==> config.mk <==
export PLATFORM = sky130hd
export DESIGN_NAME = adl_level_regs
export DESIGN_NICKNAME = d
export VERILOG_FILES = /design/src/verilog/adl_pkg.sv /design/src/verilog/adl_sync.sv /design/src/verilog/adl_level_regs.sv
export VERILOG_INCLUDE_DIRS = /design/src /design/src/verilog
export SDC_FILE = /design/constraint.sdc
export NUM_CORES = 1
export LEC_CHECK = 0
export ABC_AREA = 1
export ABC_CLOCK_PERIOD_IN_PS = 2550
export BUFFER_PORTS_ARGS = -buffer_cell sky130_fd_sc_hd__buf_2
export CAP_MARGIN = 20
export CORE_MARGIN = 1
export CORE_UTILIZATION = 54
export CTS_BUF_LIST = sky130_fd_sc_hd__clkbuf_8
export DETAILED_ROUTE_END_ITERATION = 8
export PLACE_DENSITY = 0.79
export SYNTH_ARGS = -nofsm -noshare
export SYNTH_HDL_FRONTEND = slang
export SYNTH_SLANG_ARGS = --single-unit
==> constraint.sdc <==
create_clock -name mclk_i -period 2.55 [get_ports mclk_i]
set_input_delay 0.51 -clock mclk_i [delete_from_list [all_inputs] [get_ports mclk_i]]
set_output_delay 0.51 -clock mclk_i [all_outputs]
set_load 0.01 [all_outputs]
==> src/verilog/adl_consts.svh <==
// register offsets, reset values, field positions and counts of the level register bank
`ifndef ADL_CONSTS_SVH
`define ADL_CONSTS_SVH

`define ADL_OFS_GATE_REL_B1   8'h1e
`define ADL_OFS_GATE_REL_B2   8'h1f
`define ADL_OFS_GATE_REL_B3   8'h20
`define ADL_OFS_GATE_REL_B4   8'h21
`define ADL_OFS_LIM_REL_TOP   8'h22
`define ADL_OFS_LIM_REL_MID   8'h23
`define ADL_OFS_LIM_REL_LOW   8'h24
`define ADL_OFS_ENERGY_TOP    8'h26
`define ADL_OFS_ENERGY_LOW    8'h27
`define ADL_OFS_WIDE_BAND     8'h28
`define ADL_OFS_MONO_UPPER    8'h29
`define ADL_OFS_MONO_LOWER    8'h2a

`define ADL_RST_GATE_REL_B1   8'h00
`define ADL_RST_GATE_REL_B2   8'h00
`define ADL_RST_GATE_REL_B3   8'h53
`define ADL_RST_GATE_REL_B4   8'h00
`define ADL_RST_LIM_REL_TOP   8'h08
`define ADL_RST_LIM_REL_MID   8'h00
`define ADL_RST_LIM_REL_LOW   8'h00
`define ADL_RST_ENERGY_TOP    8'h00
`define ADL_RST_ENERGY_LOW    8'h10
`define ADL_RST_WIDE_BAND     8'h00
`define ADL_RST_MONO_UPPER    8'h00
`define ADL_RST_MONO_LOWER    8'h00
`define ADL_RST_UNMAPPED      8'h00

`define ADL_MONO_KEY_UPPER    8'h30
`define ADL_MONO_KEY_LOWER    8'h06

`define ADL_WB_SECOND_FIR     3
`define ADL_WB_OUT_COMP       2
`define ADL_WB_ALIAS          1
`define ADL_WB_WRITE_MASK     8'h0e

`define ADL_GATE_COUNT        2048
`define ADL_LIM_STEP          24'h000100
`define ADL_DEV_ADDR          7'h30

`endif

==> src/verilog/adl_pkg.sv <==
// types shared by the level register bank
package adl_pkg;

    typedef enum logic [3:0] {
        ADL_IDLE,
        ADL_ADDR,
        ADL_ACK,
        ADL_REG,
        ADL_WDATA,
        ADL_RDATA,
        ADL_RACK
    } adl_i2c_st_e;

    typedef struct packed {
        logic [7:0] gate_release_byte1;
        logic [7:0] gate_release_byte2;
        logic [7:0] gate_release_byte3;
        logic [7:0] gate_release_byte4;
        logic [7:0] release_thresh_top;
        logic [7:0] release_thresh_mid;
        logic [7:0] release_thresh_low;
        logic [7:0] energy_coef_upper;
        logic [7:0] energy_coef_lower;
        logic [7:0] wide_band;
        logic [7:0] mono_unlock_upper;
        logic [7:0] mono_unlock_lower;
    } adl_regs_s;

    typedef struct packed {
        adl_i2c_st_e st;
        logic        scl_p;
        logic        sda_p;
        logic [3:0]  cnt;
        logic [7:0]  sh;
        logic [7:0]  tx;
        logic [7:0]  ptr;
        logic        rw;
        logic        have_ptr;
        logic        rack_ok;
        logic        sda_oe;
        adl_regs_s   regs;
        logic        mono;
        logic [15:0] gate_cnt;
        logic        gate_act;
        logic [23:0] lim_level;
        logic        lim_eng;
    } adl_state_s;

endpackage

==> src/verilog/adl_sync.sv <==
// two-flop synchroniser for one pin level
`timescale 1ns/1ps
module adl_sync #(
    parameter logic RST_VAL = 1'b1
) (
    input  wire logic mclk_i,
    input  wire logic arst_n_i,
    input  wire logic d_i,
    output logic      q_o
);
    logic meta_q;

    always_ff @(posedge mclk_i or negedge arst_n_i) begin
        if (!arst_n_i) begin
            meta_q <= RST_VAL;
            q_o    <= RST_VAL;
        end else begin
            meta_q <= d_i;
            q_o    <= meta_q;
        end
    end
endmodule

==> src/verilog/adl_level_regs.sv <==
// level register bank behind the serial control port, with gate and limiter trackers
//
// Overview of operation
// - gate release level is four bytes; third byte resets to 0x53, others zero.
// - gate levels are 1.31 magnitudes; full scale code is 2147483647.
// - limiter caps at attack level, then walks the cap toward release threshold.
// - limiter release threshold is 21 bits from bytes 0x22, 0x23, 0x24.
// - limiter thresholds are 3.21 power codes; full power is 2097152.
// - energy coefficient is 16 bits, upper byte 0x26, lower byte 0x27.
// - coefficient expands to 1.23: zero, upper[6:0], lower, eight zeros.
// - energy coefficient resets to 1/2048: upper zero, lower 0x10.
// - wide band bits 3, 2, 1 enable second fir, output comp, alias filters.
// - mono only when mono enable set, upper key 0x30, lower key 0x06.
// - any unmet mono condition, including zero upper key, keeps stereo.
// - an active gate drops once any sample exceeds the release level.
// - gate starts after 2048 consecutive both-channel samples below attack level.
`timescale 1ns/1ps
`include "adl_consts.svh"
module adl_level_regs
    import adl_pkg::*;
#(
    parameter logic [6:0]  DEV_ADDR   = `ADL_DEV_ADDR,
    parameter int          GATE_COUNT = `ADL_GATE_COUNT,
    parameter logic [23:0] LIM_STEP   = `ADL_LIM_STEP
) (
    input  wire logic        mclk_i,
    input  wire logic        arst_n_i,
    input  wire logic        scl_i,
    input  wire logic        sda_i,
    output logic             sda_o,
    output logic             sda_oe_o,
    input  wire logic        mono_en_i,
    input  wire logic        gate_en_i,
    input  wire logic        sample_valid_i,
    input  wire logic [31:0] left_mag_i,
    input  wire logic [31:0] right_mag_i,
    input  wire logic [31:0] gate_attack_level_i,
    input  wire logic        power_valid_i,
    input  wire logic [23:0] power_i,
    input  wire logic [23:0] lim_attack_i,
    output logic [31:0]      gate_release_level_o,
    output logic [20:0]      lim_release_o,
    output logic [23:0]      energy_coef_o,
    output logic             second_fir_enable_o,
    output logic             output_filter_comp_enable_o,
    output logic             alias_filter_enable_o,
    output logic             mono_mode_o,
    output logic             gate_active_o,
    output logic [23:0]      lim_cap_o,
    output logic             lim_engaged_o
);

    // refuse values the counters cannot serve
    if (GATE_COUNT < 1 || GATE_COUNT > 65535) begin
        $error("GATE_COUNT must lie in 1..65535");
    end

    if (LIM_STEP == 24'h000000) begin
        $error("LIM_STEP must not be zero");
    end

    // quiet-run limit at the counter's width
    localparam logic [15:0] GATE_CNT_W = 16'(GATE_COUNT);

    adl_state_s s_q;
    adl_state_s s_d;
    logic       scl_s;
    logic       sda_s;
    logic       scl_rise;
    logic       scl_fall;
    logic       bus_start;
    logic       bus_stop;
    logic [7:0] rd_byte;
    logic [7:0] rd_next;
    logic [23:0] lim_rel24;

    adl_sync #(.RST_VAL(1'b1)) u_sync_scl (
        .mclk_i   (mclk_i),
        .arst_n_i (arst_n_i),
        .d_i      (scl_i),
        .q_o      (scl_s)
    );

    adl_sync #(.RST_VAL(1'b1)) u_sync_sda (
        .mclk_i   (mclk_i),
        .arst_n_i (arst_n_i),
        .d_i      (sda_i),
        .q_o      (sda_s)
    );

    // register read mux; unmapped offsets read zero
    function automatic logic [7:0] reg_read(input adl_regs_s r, input logic [7:0] a);
        logic [7:0] v;
        v = `ADL_RST_UNMAPPED;
        case (a)
            `ADL_OFS_GATE_REL_B1: v = r.gate_release_byte1;
            `ADL_OFS_GATE_REL_B2: v = r.gate_release_byte2;
            `ADL_OFS_GATE_REL_B3: v = r.gate_release_byte3;
            `ADL_OFS_GATE_REL_B4: v = r.gate_release_byte4;
            `ADL_OFS_LIM_REL_TOP: v = r.release_thresh_top;
            `ADL_OFS_LIM_REL_MID: v = r.release_thresh_mid;
            `ADL_OFS_LIM_REL_LOW: v = r.release_thresh_low;
            `ADL_OFS_ENERGY_TOP:  v = r.energy_coef_upper;
            `ADL_OFS_ENERGY_LOW:  v = r.energy_coef_lower;
            `ADL_OFS_WIDE_BAND:   v = r.wide_band & `ADL_WB_WRITE_MASK;
            `ADL_OFS_MONO_UPPER:  v = r.mono_unlock_upper;
            `ADL_OFS_MONO_LOWER:  v = r.mono_unlock_lower;
            default:              v = `ADL_RST_UNMAPPED;
        endcase
        return v;
    endfunction

    // register write; unmapped offsets are dropped
    function automatic adl_regs_s reg_write(input adl_regs_s r, input logic [7:0] a,
                                            input logic [7:0] d);
        adl_regs_s n;
        n = r;
        case (a)
            `ADL_OFS_GATE_REL_B1: n.gate_release_byte1 = d;
            `ADL_OFS_GATE_REL_B2: n.gate_release_byte2 = d;
            `ADL_OFS_GATE_REL_B3: n.gate_release_byte3 = d;
            `ADL_OFS_GATE_REL_B4: n.gate_release_byte4 = d;
            `ADL_OFS_LIM_REL_TOP: n.release_thresh_top = d;
            `ADL_OFS_LIM_REL_MID: n.release_thresh_mid = d;
            `ADL_OFS_LIM_REL_LOW: n.release_thresh_low = d;
            `ADL_OFS_ENERGY_TOP:  n.energy_coef_upper  = d;
            `ADL_OFS_ENERGY_LOW:  n.energy_coef_lower  = d;
            `ADL_OFS_WIDE_BAND:   n.wide_band = d & `ADL_WB_WRITE_MASK;
            `ADL_OFS_MONO_UPPER:  n.mono_unlock_upper  = d;
            `ADL_OFS_MONO_LOWER:  n.mono_unlock_lower  = d;
            default:              n = r;
        endcase
        return n;
    endfunction

    assign scl_rise  = scl_s & ~s_q.scl_p;
    assign scl_fall  = ~scl_s & s_q.scl_p;
    assign bus_start = scl_s & s_q.scl_p & s_q.sda_p & ~sda_s;
    assign bus_stop  = scl_s & s_q.scl_p & ~s_q.sda_p & sda_s;
    assign rd_byte   = reg_read(s_q.regs, s_q.ptr);
    assign rd_next   = s_q.tx << 1;

    // 21-bit release code sits in the low bits of the three bytes
    assign lim_rel24 = {3'b000, s_q.regs.release_thresh_top[4:0],
                        s_q.regs.release_thresh_mid, s_q.regs.release_thresh_low};

    always_comb begin
        s_d       = s_q;
        s_d.scl_p = scl_s;
        s_d.sda_p = sda_s;

        // serial control port: 7-bit address, pointer byte, auto-incrementing data
        if (bus_start) begin
            s_d.st       = ADL_ADDR;
            s_d.cnt      = 4'h0;
            s_d.sda_oe   = 1'b0;
            s_d.have_ptr = 1'b0;
        end else if (bus_stop) begin
            s_d.st     = ADL_IDLE;
            s_d.sda_oe = 1'b0;
        end else begin
            case (s_q.st)
                ADL_IDLE: begin
                    s_d.sda_oe = 1'b0;
                end

                // byte in on rising clocks; the fall after bit 8 acks
                ADL_ADDR, ADL_REG, ADL_WDATA: begin
                    if (scl_rise && s_q.cnt != 4'h8) begin
                        s_d.sh  = {s_q.sh[6:0], sda_s};
                        s_d.cnt = s_q.cnt + 4'h1;
                    end else if (scl_fall && s_q.cnt == 4'h8) begin
                        s_d.cnt    = 4'h0;
                        s_d.sda_oe = 1'b1;
                        s_d.st     = ADL_ACK;
                        if (s_q.st == ADL_ADDR) begin
                            s_d.rw = s_q.sh[0];
                            // foreign address: no ack, wait for a start
                            if (s_q.sh[7:1] != DEV_ADDR) begin
                                s_d.sda_oe = 1'b0;
                                s_d.st     = ADL_IDLE;
                            end
                        end else if (s_q.st == ADL_REG) begin
                            s_d.ptr      = s_q.sh;
                            s_d.have_ptr = 1'b1;
                        end else begin
                            // byte lands, pointer moves on
                            s_d.regs = reg_write(s_q.regs, s_q.ptr, s_q.sh);
                            s_d.ptr  = s_q.ptr + 8'h01;
                        end
                    end
                end

                ADL_ACK: begin
                    if (scl_fall) begin
                        s_d.sda_oe = 1'b0;
                        if (s_q.rw) begin
                            s_d.tx     = rd_byte;
                            s_d.ptr    = s_q.ptr + 8'h01;
                            s_d.sda_oe = ~rd_byte[7];
                            s_d.st     = ADL_RDATA;
                        end else begin
                            s_d.st = s_q.have_ptr ? ADL_WDATA : ADL_REG;
                        end
                    end
                end

                // one bit per falling clock, then the host's ack
                ADL_RDATA: begin
                    if (scl_fall) begin
                        if (s_q.cnt == 4'h7) begin
                            s_d.cnt    = 4'h0;
                            s_d.sda_oe = 1'b0;
                            s_d.st     = ADL_RACK;
                        end else begin
                            s_d.cnt    = s_q.cnt + 4'h1;
                            s_d.tx     = rd_next;
                            s_d.sda_oe = ~rd_next[7];
                        end
                    end
                end

                // host ack loads the next byte, a nack ends the read
                ADL_RACK: begin
                    if (scl_rise) begin
                        s_d.rack_ok = ~sda_s;
                    end else if (scl_fall) begin
                        if (s_q.rack_ok) begin
                            s_d.tx     = rd_byte;
                            s_d.ptr    = s_q.ptr + 8'h01;
                            s_d.sda_oe = ~rd_byte[7];
                            s_d.st     = ADL_RDATA;
                        end else begin
                            s_d.st = ADL_IDLE;
                        end
                    end
                end

                default: begin
                    s_d.st     = ADL_IDLE;
                    s_d.sda_oe = 1'b0;
                end
            endcase
        end

        // mono needs the enable and both key bytes; anything else stays stereo
        s_d.mono = mono_en_i
                   && s_q.regs.mono_unlock_upper == `ADL_MONO_KEY_UPPER
                   && s_q.regs.mono_unlock_lower == `ADL_MONO_KEY_LOWER;

        // noise gate tracker on 1.31 magnitudes
        if (!gate_en_i) begin
            s_d.gate_cnt = 16'h0000;
            s_d.gate_act = 1'b0;
        end else if (sample_valid_i) begin
            // one loud sample on either channel releases
            if (s_q.gate_act) begin
                if (left_mag_i > gate_release_level_o
                    || right_mag_i > gate_release_level_o) begin
                    s_d.gate_act = 1'b0;
                    s_d.gate_cnt = 16'h0000;
                end
            end else if (left_mag_i < gate_attack_level_i
                         && right_mag_i < gate_attack_level_i) begin
                s_d.gate_cnt = s_q.gate_cnt + 16'h0001;
                if (s_q.gate_cnt + 16'h0001 >= GATE_CNT_W) begin
                    s_d.gate_act = 1'b1;
                    s_d.gate_cnt = 16'h0000;
                end
            end else begin
                s_d.gate_cnt = 16'h0000;
            end
        end

        // limiter cap on 3.21 power codes
        if (power_valid_i) begin
            if (power_i >= lim_attack_i) begin
                s_d.lim_level = lim_attack_i;
                s_d.lim_eng   = 1'b1;
            end else if (s_q.lim_eng) begin
                // step toward release, clamped so it never overshoots
                if (s_q.lim_level > lim_rel24) begin
                    s_d.lim_level = (s_q.lim_level - lim_rel24 > LIM_STEP)
                                    ? s_q.lim_level - LIM_STEP : lim_rel24;
                end else if (s_q.lim_level < lim_rel24) begin
                    s_d.lim_level = (lim_rel24 - s_q.lim_level > LIM_STEP)
                                    ? s_q.lim_level + LIM_STEP : lim_rel24;
                end else begin
                    // release code reached: let go
                    s_d.lim_eng = 1'b0;
                end
            end
        end
    end

    always_ff @(posedge mclk_i or negedge arst_n_i) begin
        if (!arst_n_i) begin
            s_q                         <= '0;
            s_q.st                      <= ADL_IDLE;
            // edge memories start at idle bus level: no false edge
            s_q.scl_p                   <= 1'b1;
            s_q.sda_p                   <= 1'b1;

            s_q.regs.gate_release_byte1 <= `ADL_RST_GATE_REL_B1;
            s_q.regs.gate_release_byte2 <= `ADL_RST_GATE_REL_B2;
            s_q.regs.gate_release_byte3 <= `ADL_RST_GATE_REL_B3;
            s_q.regs.gate_release_byte4 <= `ADL_RST_GATE_REL_B4;
            s_q.regs.release_thresh_top <= `ADL_RST_LIM_REL_TOP;
            s_q.regs.release_thresh_mid <= `ADL_RST_LIM_REL_MID;
            s_q.regs.release_thresh_low <= `ADL_RST_LIM_REL_LOW;
            s_q.regs.energy_coef_upper  <= `ADL_RST_ENERGY_TOP;
            s_q.regs.energy_coef_lower  <= `ADL_RST_ENERGY_LOW;
            s_q.regs.wide_band          <= `ADL_RST_WIDE_BAND;
            s_q.regs.mono_unlock_upper  <= `ADL_RST_MONO_UPPER;
            s_q.regs.mono_unlock_lower  <= `ADL_RST_MONO_LOWER;
        end else begin
            s_q <= s_d;
        end
    end

    // outputs are flop bits, regrouped; sda_o and the zero pad bits of energy_coef_o are tied low
    assign sda_o                = 1'b0;
    assign sda_oe_o             = s_q.sda_oe;
    assign gate_release_level_o = {s_q.regs.gate_release_byte1, s_q.regs.gate_release_byte2,
                                   s_q.regs.gate_release_byte3,
                                   s_q.regs.gate_release_byte4};
    assign lim_release_o        = lim_rel24[20:0];
    assign energy_coef_o        = {1'b0, s_q.regs.energy_coef_upper[6:0],
                                   s_q.regs.energy_coef_lower, 8'h00};

    assign second_fir_enable_o         = s_q.regs.wide_band[`ADL_WB_SECOND_FIR];
    assign output_filter_comp_enable_o = s_q.regs.wide_band[`ADL_WB_OUT_COMP];
    assign alias_filter_enable_o       = s_q.regs.wide_band[`ADL_WB_ALIAS];

    assign mono_mode_o          = s_q.mono;
    assign gate_active_o        = s_q.gate_act;
    assign lim_cap_o            = s_q.lim_level;
    assign lim_engaged_o        = s_q.lim_eng;

endmodule

==> impl_metrics.json, run 1 <==
{
  "finalCritPeriodShare_pct": 112.4,
  "antenna_found_initial": 2,
  "synthesis.area_um2": 17200,
  "ys_seq_area_share_pct": 25.40,
  "ys_top_cells_by_area": "dfrtp_1 24%, nand2_1 15%, ha_1 15%",
  "rr_worst_depth": 19,
  "synth-seq-cells": 174,
  "met2_length_um": 30610,
  "slew_headroom_pct": 34.74,
  "grt_first_pass_wirelength_um": 97860,
  "routed.top_layer": "met4",
  "ios": 261,
  "failed_checks": "setup timing",
  "synth_ff_type": "dfrtp_1",
  "status": "complete, but fails checks",
  "finalNetCount": 3363,
  "synth_top_area_share_pct": 23.57,
  "synth_most_common_cell": "nand2_1",
  "synthArstFlopShare_pct": 100.0,
  "place_congestion": 1.019,
  "hpwlAfterDp_um": 49030,
  "yosys_warnings": 0,
  "min_from": "sda_i",
  "sw_frac_of_total_pct": 46.09,
  "worst-slew-pin-transition_ns": 0.9714,
  "syn_inst": 2575,
  "wl_met1_um": 25210,
  "p_leak_uw": 0.01170,
  "synthDistinctLibCells": 51,
  "first_global_vias": 18600,
  "synthToLayoutAreaGrowth_pct": 31.65,
  "layout-drive-gt1-share_pct": 31.87,
  "power_uw": 11850,
  "cts.path.max_buffers": 2,
  "crit_path_start_kind": "flop",
  "finalSetupViolCount": 24,
  "final_antenna_net_count": 0,
  "p_int_uw": 6389,
  "holdCritPathClass": "in2reg",
  "max_clock_freq_ghz": 0.3489,
  "rrSetupSlack_ns": -0.32,
  "grt_max_degree": 59,
  "core_um2": 30990,
  "overflow": 0,
  "multi_input_area_um2": 11830,
  "fillCellCount": 2383,
  "crit_fanout": 6,
  "initial_utilization_pct": 55.51,
  "portBuffers": 250,
  "finalCriticalPeriod_ns": 2.866,
  "holdPathEnd": "u_sync_sda.meta_q",
  "seqCellArea_um2": 4377,
  "clock_sinks": 174,
  "finalHoldViolCount": 0,
  "pwr-share-clk_pct": 17.2,
  "p_per_area_nw_per_um2": 523.4,
  "rr_startpoint": "lim_cap_o[3]",
  "ys_top_cells_by_count": "692 x nand2_1, 389 x inv_1, 201 x ha_1, 177 x nand3_1, 167 x a21oi_1",
  "slew_viol_final": 0,
  "synth_largest_area_cell": "dfrtp_1",
  "post_synth.cell_area_avg_um2": 6.681,
  "route.met3.wl_um": 5532,
  "die_area_um2": 32570,
  "final_util_pct": 73.08,
  "rows": 64,
  "synth_edf_count": 0,
  "cts_root_buffer": "clkbuf_8",
  "cap_violations": 0,
  "numCtsBuffers": 17,
  "critical_path_class": "reg2reg",
  "critical_path_required_ns": 2.96,
  "power_frac_seq_pct": 26.5,
  "die_y_um": 180.5,
  "drc": 0,
  "finalWorstSetupSlack_ns": -0.3160,
  "arrival_ns": 3.28,
  "vias": 19910,
  "drtIter0Drc": 2037,
  "cts_tree": "built",
  "switchingPower_uw": 5463,
  "wl_per_cell_um": 19.12,
  "firstDrtPassIters": 7,
  "whs_path_depth": 1,
  "clk_pin_slew_ns": 0.12,
  "r2r_end": "lim_cap_o[18]",
  "grtUsageTotal_pct": 38.03,
  "design_area_um2": 22650,
  "die_x_um": 180.5,
  "routed_wl_um": 65390,
  "fin_worst_skew_ns": 0.02513,
  "viasPerCell": 5.821,
  "peakVddDrop_v": 0.0003495,
  "post_dp_cell_area_um2": 19910,
  "pwr-share-comb_pct": 56.2,
  "rsz0062_at_grt": "yes",
  "clk_latency_ns": 0.49,
  "htreeDepth": 4,
  "crit_path_end_kind": "flop"
}
==> cell type report <==
type / count / area share, %
multi-input combinational: 1852 / 52.25
antenna: 2 / 0.02210
tap: 396 / 2.188
clock buffer: 18 / 1.094
inverter: 402 / 6.795
sequential: 174 / 19.32
timing repair buffer: 562 / 17.52
clock inverter: 14 / 0.8066
==> logic make-up (layout without fill, tap and decap cells) <==
group,after synthesis,count (layout),share of synthesized area (%)
buffers and inverters,559,996,14.64
DFF,174,174,25.40
xor gates and xnor gates,42,42,2.138
and+or+nand+nor,1194,1195,30.18
other,1,12,0.02180
adders and majority gates,202,202,14.74
AOI/OAI and AO/OA,403,403,12.89
==> critical path, cell delays in order (launching register included) <==
cell	delay, ns
dfrtp_1	0.43
ha_4	0.33
buf_4	0.12
nand2_2	0.07
nand2_4	0.10
nand2_4	0.07
buf_4	0.13
nand4_1	0.10
nand2_1	0.08
nor2_2	0.16
nand2_1	0.08
nand2_1	0.09
nand3_2	0.10
nor2_4	0.23
buf_12	0.17
buf_6	0.11
nand3_2	0.07
nand3_2	0.07
nand3_2	0.08
a21oi_2	0.16
==> through the flow <==
| step | hold slack (ns) | instances | TNS (ns) | worst slack (ns) |
|---|---|---|---|---|
| finish | 0.1012 | 3420 | -6.150 | -0.3160 |
| global route | 0.06822 | 3418 | -9.330 | -0.4180 |
| detailed placement | 0.3468 | 3313 | -11.11 | -0.5767 |
| floorplan | 0.2144 | 2584 | 0 | 0.01677 |
| CTS | 0.08302 | 3386 | -2.988 | -0.1543 |
| global placement | 0.3474 | 3313 | -8.838 | -0.5808 |
==> per-layer routing <==
layer,up-vias,global-route usage (%)
met4,0,19.45
met2,1150,63.77
met3,289,5.659
met5,-,0
li1,9187,-
met1,9282,47.55
==> power by group through the flow <==
stage / clock network, uW / logic (uW) / registers, uW
final: 2040 / 6670 / 3140
after detailed placement: 0 / 4980 / 3130
after global placement: 0 / 4900 / 3130
after CTS: 2070 / 5750 / 3130
after floorplan: 0 / 3100 / 3140
after global routing: 2170 / 7140 / 3160
==> cell usage in the layout (no fill, tap or decap), types with 10 or more instances in the layout <==
| cell | count |
|---|---|
| buf_4 | 261 |
| nor2_1 | 121 |
| nand2_1 | 599 |
| nand2_4 | 33 |
| inv_2 | 45 |
| nor4_1 | 10 |
| nor3_1 | 32 |
| inv_1 | 346 |
| nand3_2 | 55 |
| buf_2 | 249 |
| nor2_4 | 24 |
| clkbuf_8 | 18 |
| nand2_2 | 74 |
| dfstp_2 | 12 |
| nand3_1 | 118 |
| buf_6 | 33 |
| nand4_1 | 75 |
| a21oi_2 | 32 |
| o22ai_1 | 20 |
| ha_1 | 168 |
| ha_4 | 28 |
| conb_1 | 10 |
| xor2_1 | 40 |
| nor2_2 | 23 |
| dfrtp_1 | 156 |
| buf_12 | 13 |
| o21ai_0 | 152 |
| a21oi_1 | 133 |
==> how the worst max path moves through the flow <==
stage	from	endpoint	slack, ns	cells after the start
6_report	lim_cap_o[3]	lim_cap_o[18]	-0.32	19
5_1_grt	lim_cap_o[3]	lim_cap_o[19]	-0.42	19
4_1_cts	lim_release_o[0]	lim_cap_o[3]	-0.15	20
3_5_place_dp	lim_attack_i[7]	lim_cap_o[9]	-0.58	14
3_3_place_gp	lim_attack_i[7]	lim_cap_o[9]	-0.58	14
2_1_floorplan	lim_release_o[0]	lim_cap_o[16]	0.02	19
==> flip-flops by register name (all words and copies together), names as in the netlist, 7 cells and up <==
name	flops
energy_coef_o	15
gate_release_level_o	32
lim_cap_o	24
lim_release_o	21
rd_next	7
s_q	64
==> timing repair <==
| item | in CTS | in global routing |
|---|---|---|
| hold endpoints to repair | 26 | 0 |
| setup buffers | 38 | 30 |
| setup endpoints to repair | 39 | 81 |
| pin swaps | 66 | 101 |
| gates resized for setup | 218 | 215 |
| gates cloned | 3 | 3 |
| hold buffers | 1 | 0 |
No activity file was read; power rests on OpenSTA's default activity.
==> run 2: changes to the inputs <==
==> constraint.sdc (replaced) <==
create_clock -name mclk_i -period 2.55 [get_ports mclk_i]
set_input_delay 0.765 -clock mclk_i [delete_from_list [all_inputs] [get_ports mclk_i]]
set_output_delay 0.765 -clock mclk_i [all_outputs]
set_load 0.01 [all_outputs]
==> impl_metrics.json, run 2 (synthesis gave the netlist of run 1 again) <==
{
  "status": "complete, but fails checks",
  "failed_checks": "setup timing",
  "pwr-share-clk_pct": 18.2,
  "seqCellArea_um2": 4382,
  "peakVddDrop_v": 0.0005943,
  "holdCritPathClass": "in2async",
  "pwr-share-comb_pct": 54.5,
  "crit_path_end_kind": "flop",
  "initial_utilization_pct": 55.51,
  "endpoint": "lim_cap_o[1]",
  "fin_hold_ws_ns": 0.2073,
  "largest_register_ffs": 64,
  "numCtsBuffers": 17,
  "finalNetCount": 3387,
  "finalSetupViolCount": 25,
  "layout-drive-gt1-share_pct": 29.88,
  "grt_first_pass_wirelength_um": 98880,
  "critical_path_class": "reg2reg",
  "p_int_uw": 6405,
  "finalCritPeriodShare_pct": 111.5,
  "cts_root_buffer": "clkbuf_8",
  "layout_common_cells": "626 x nand2_1, 357 x inv_1, 295 x buf_4",
  "startpoint": "lim_release_o[2]",
  "cap_violations": 0,
  "finalWorstSetupSlack_ns": -0.2932,
  "rsz0062_at_grt": "yes",
  "clock_sinks": 174,
  "switchingPower_uw": 5146,
  "finalHoldViolCount": 0,
  "finalCriticalPeriod_ns": 2.843,
  "firstDrtPassIters": 8,
  "slew_headroom_pct": 44.15,
  "r2r_end": "lim_cap_o[1]",
  "die_x_um": 180.5,
  "cts_tree": "built",
  "slew_viol_final": 0,
  "top_register": "s_q",
  "routed_wl_um": 64010,
  "first_global_vias": 18670,
  "core_um2": 30990,
  "die_y_um": 180.5,
  "clk_pin_slew_ns": 0.11,
  "final_antenna_net_count": 0,
  "die_area_um2": 32570,
  "fillCellCount": 2657,
  "rows": 64,
  "rrSetupSlack_ns": -0.29,
  "overflow": 0,
  "portBuffers": 250,
  "vias": 19340,
  "diodes": 0,
  "multi_input_area_um2": 11410,
  "arrival_ns": 3.28,
  "place_congestion": 1.007,
  "rr_startpoint": "lim_release_o[2]",
  "critical_path_required_ns": 2.99,
  "tns_ns": -5.228,
  "crit_path_start_kind": "flop",
  "p_leak_uw": 0.01169,
  "max_clock_freq_ghz": 0.3517,
  "hpwlAfterDp_um": 50660,
  "clk_latency_ns": 0.49,
  "drtIter0Drc": 1776,
  "fin_worst_skew_ns": 0.02351,
  "cts_hold_buf": 0,
  "wl_per_cell_um": 18.60,
  "worst-slew-pin-transition_ns": 0.8314,
  "sw_frac_of_total_pct": 44.55,
  "power_frac_seq_pct": 27.3,
  "final_common_cell": "nand2_1",
  "synthToLayoutAreaGrowth_pct": 29.80,
  "dp.cells": 3369,
  "ios": 261,
  "p_per_area_nw_per_um2": 517.3,
  "grtUsageTotal_pct": 38.64,
  "drc": 0,
  "antenna_found_initial": 0,
  "crit_fanout": 8,
  "grt_max_degree": 50,
  "rr_worst_depth": 22,
  "cts.path.max_buffers": 2,
  "final_cell_count_no_fill": 3442,
  "viasPerCell": 5.619,
  "htreeDepth": 4
}
## run 2: cell types whose count changed in the layout (fill, tap and decap cells not counted), sizes merged, moves of 2 or more
cell    change
buf        +24
inv         +4
clkinv      -3
diode       -2
## run 2: power by group through the flow
| stage | registers [uW] | logic, uW | clock network [uW] |
|---|---|---|---|
| 2_1_floorplan | 3140 | 3100 | 0 |
| 3_3_place_gp | 3140 | 5080 | 0 |
| 3_5_place_dp | 3140 | 5190 | 0 |
| 4_1_cts | 3140 | 5750 | 2130 |
| 5_1_grt | 3160 | 6850 | 2230 |
| 6_report | 3150 | 6300 | 2100 |
## run 2: cell type report
type / count / share of cell area, %
Multi-Input combinational cell: 1852 / 51.08
Clock buffer: 17 / 1.048
Tap cell: 396 / 2.219
Timing Repair Buffer: 586 / 18.32
Clock inverter: 15 / 0.8405
Inverter: 402 / 6.864
Sequential cell: 174 / 19.62
## run 2: repair_timing
| action | in CTS | in global routing |
|---|---|---|
| cloned | 2 | 2 |
| pin swaps | 35 | 80 |
| buffers inserted | 18 | 22 |
| gates resized for setup | 175 | 148 |
| endpoints found under the setup margin | 40 | 51 |
## run 2: worst min path at each step
stage                      start        endpoint  slack [ns]  cells after the start
6_report                arst_n_i        s_q[168]        0.21                      1
5_1_grt                 arst_n_i        s_q[168]        0.22                      1
4_1_cts                 arst_n_i        s_q[167]        0.20                      1
3_5_place_dp   u_sync_scl.meta_q  u_sync_scl.q_o        0.35                      0
3_3_place_gp   u_sync_scl.meta_q  u_sync_scl.q_o        0.35                      0
2_1_floorplan  u_sync_scl.meta_q  u_sync_scl.q_o        0.35                      0
## run 2: critical path, stage by stage, from the launching register on
cell and delay (ns):
dfrtp_1 0.40, inv_2 0.09, ha_4 0.32, nand2_2 0.06, buf_4 0.13, nor2_4 0.11
nand2_4 0.08, buf_4 0.14, nand4_1 0.06, nand2_1 0.07, nor2_2 0.14, nand2_1 0.07
nand2_1 0.07, nand3_1 0.13, nor2_4 0.21, nand2_4 0.11, nand2_8 0.11, nand2_4 0.07
nand2_8 0.09, nand2_8 0.09, clkinv_8 0.09, nand2_2 0.07, nand2_2 0.06
## run 2: layer usage
layer  up-vias  track usage (%)  wire (um)
met4         0            18.84       3398
met5         -                0          0
met1      9060            47.92      25560
met2       840            66.40      30880
met3       200            4.770       4180
li1       9242                -          -
## run 2: stage by stage
step	worst slack [ns]	power (uW)	instance area, um^2	util, %
floorplan	0.0001423	6241	17260	-
global placement	-0.4218	8227	20370	65.75
detailed placement	-0.5460	8327	20370	65.75
CTS	-0.2026	11010	21620	69.75
global route	-0.4196	12240	22330	72.05
finish	-0.2932	11550	22330	72.05
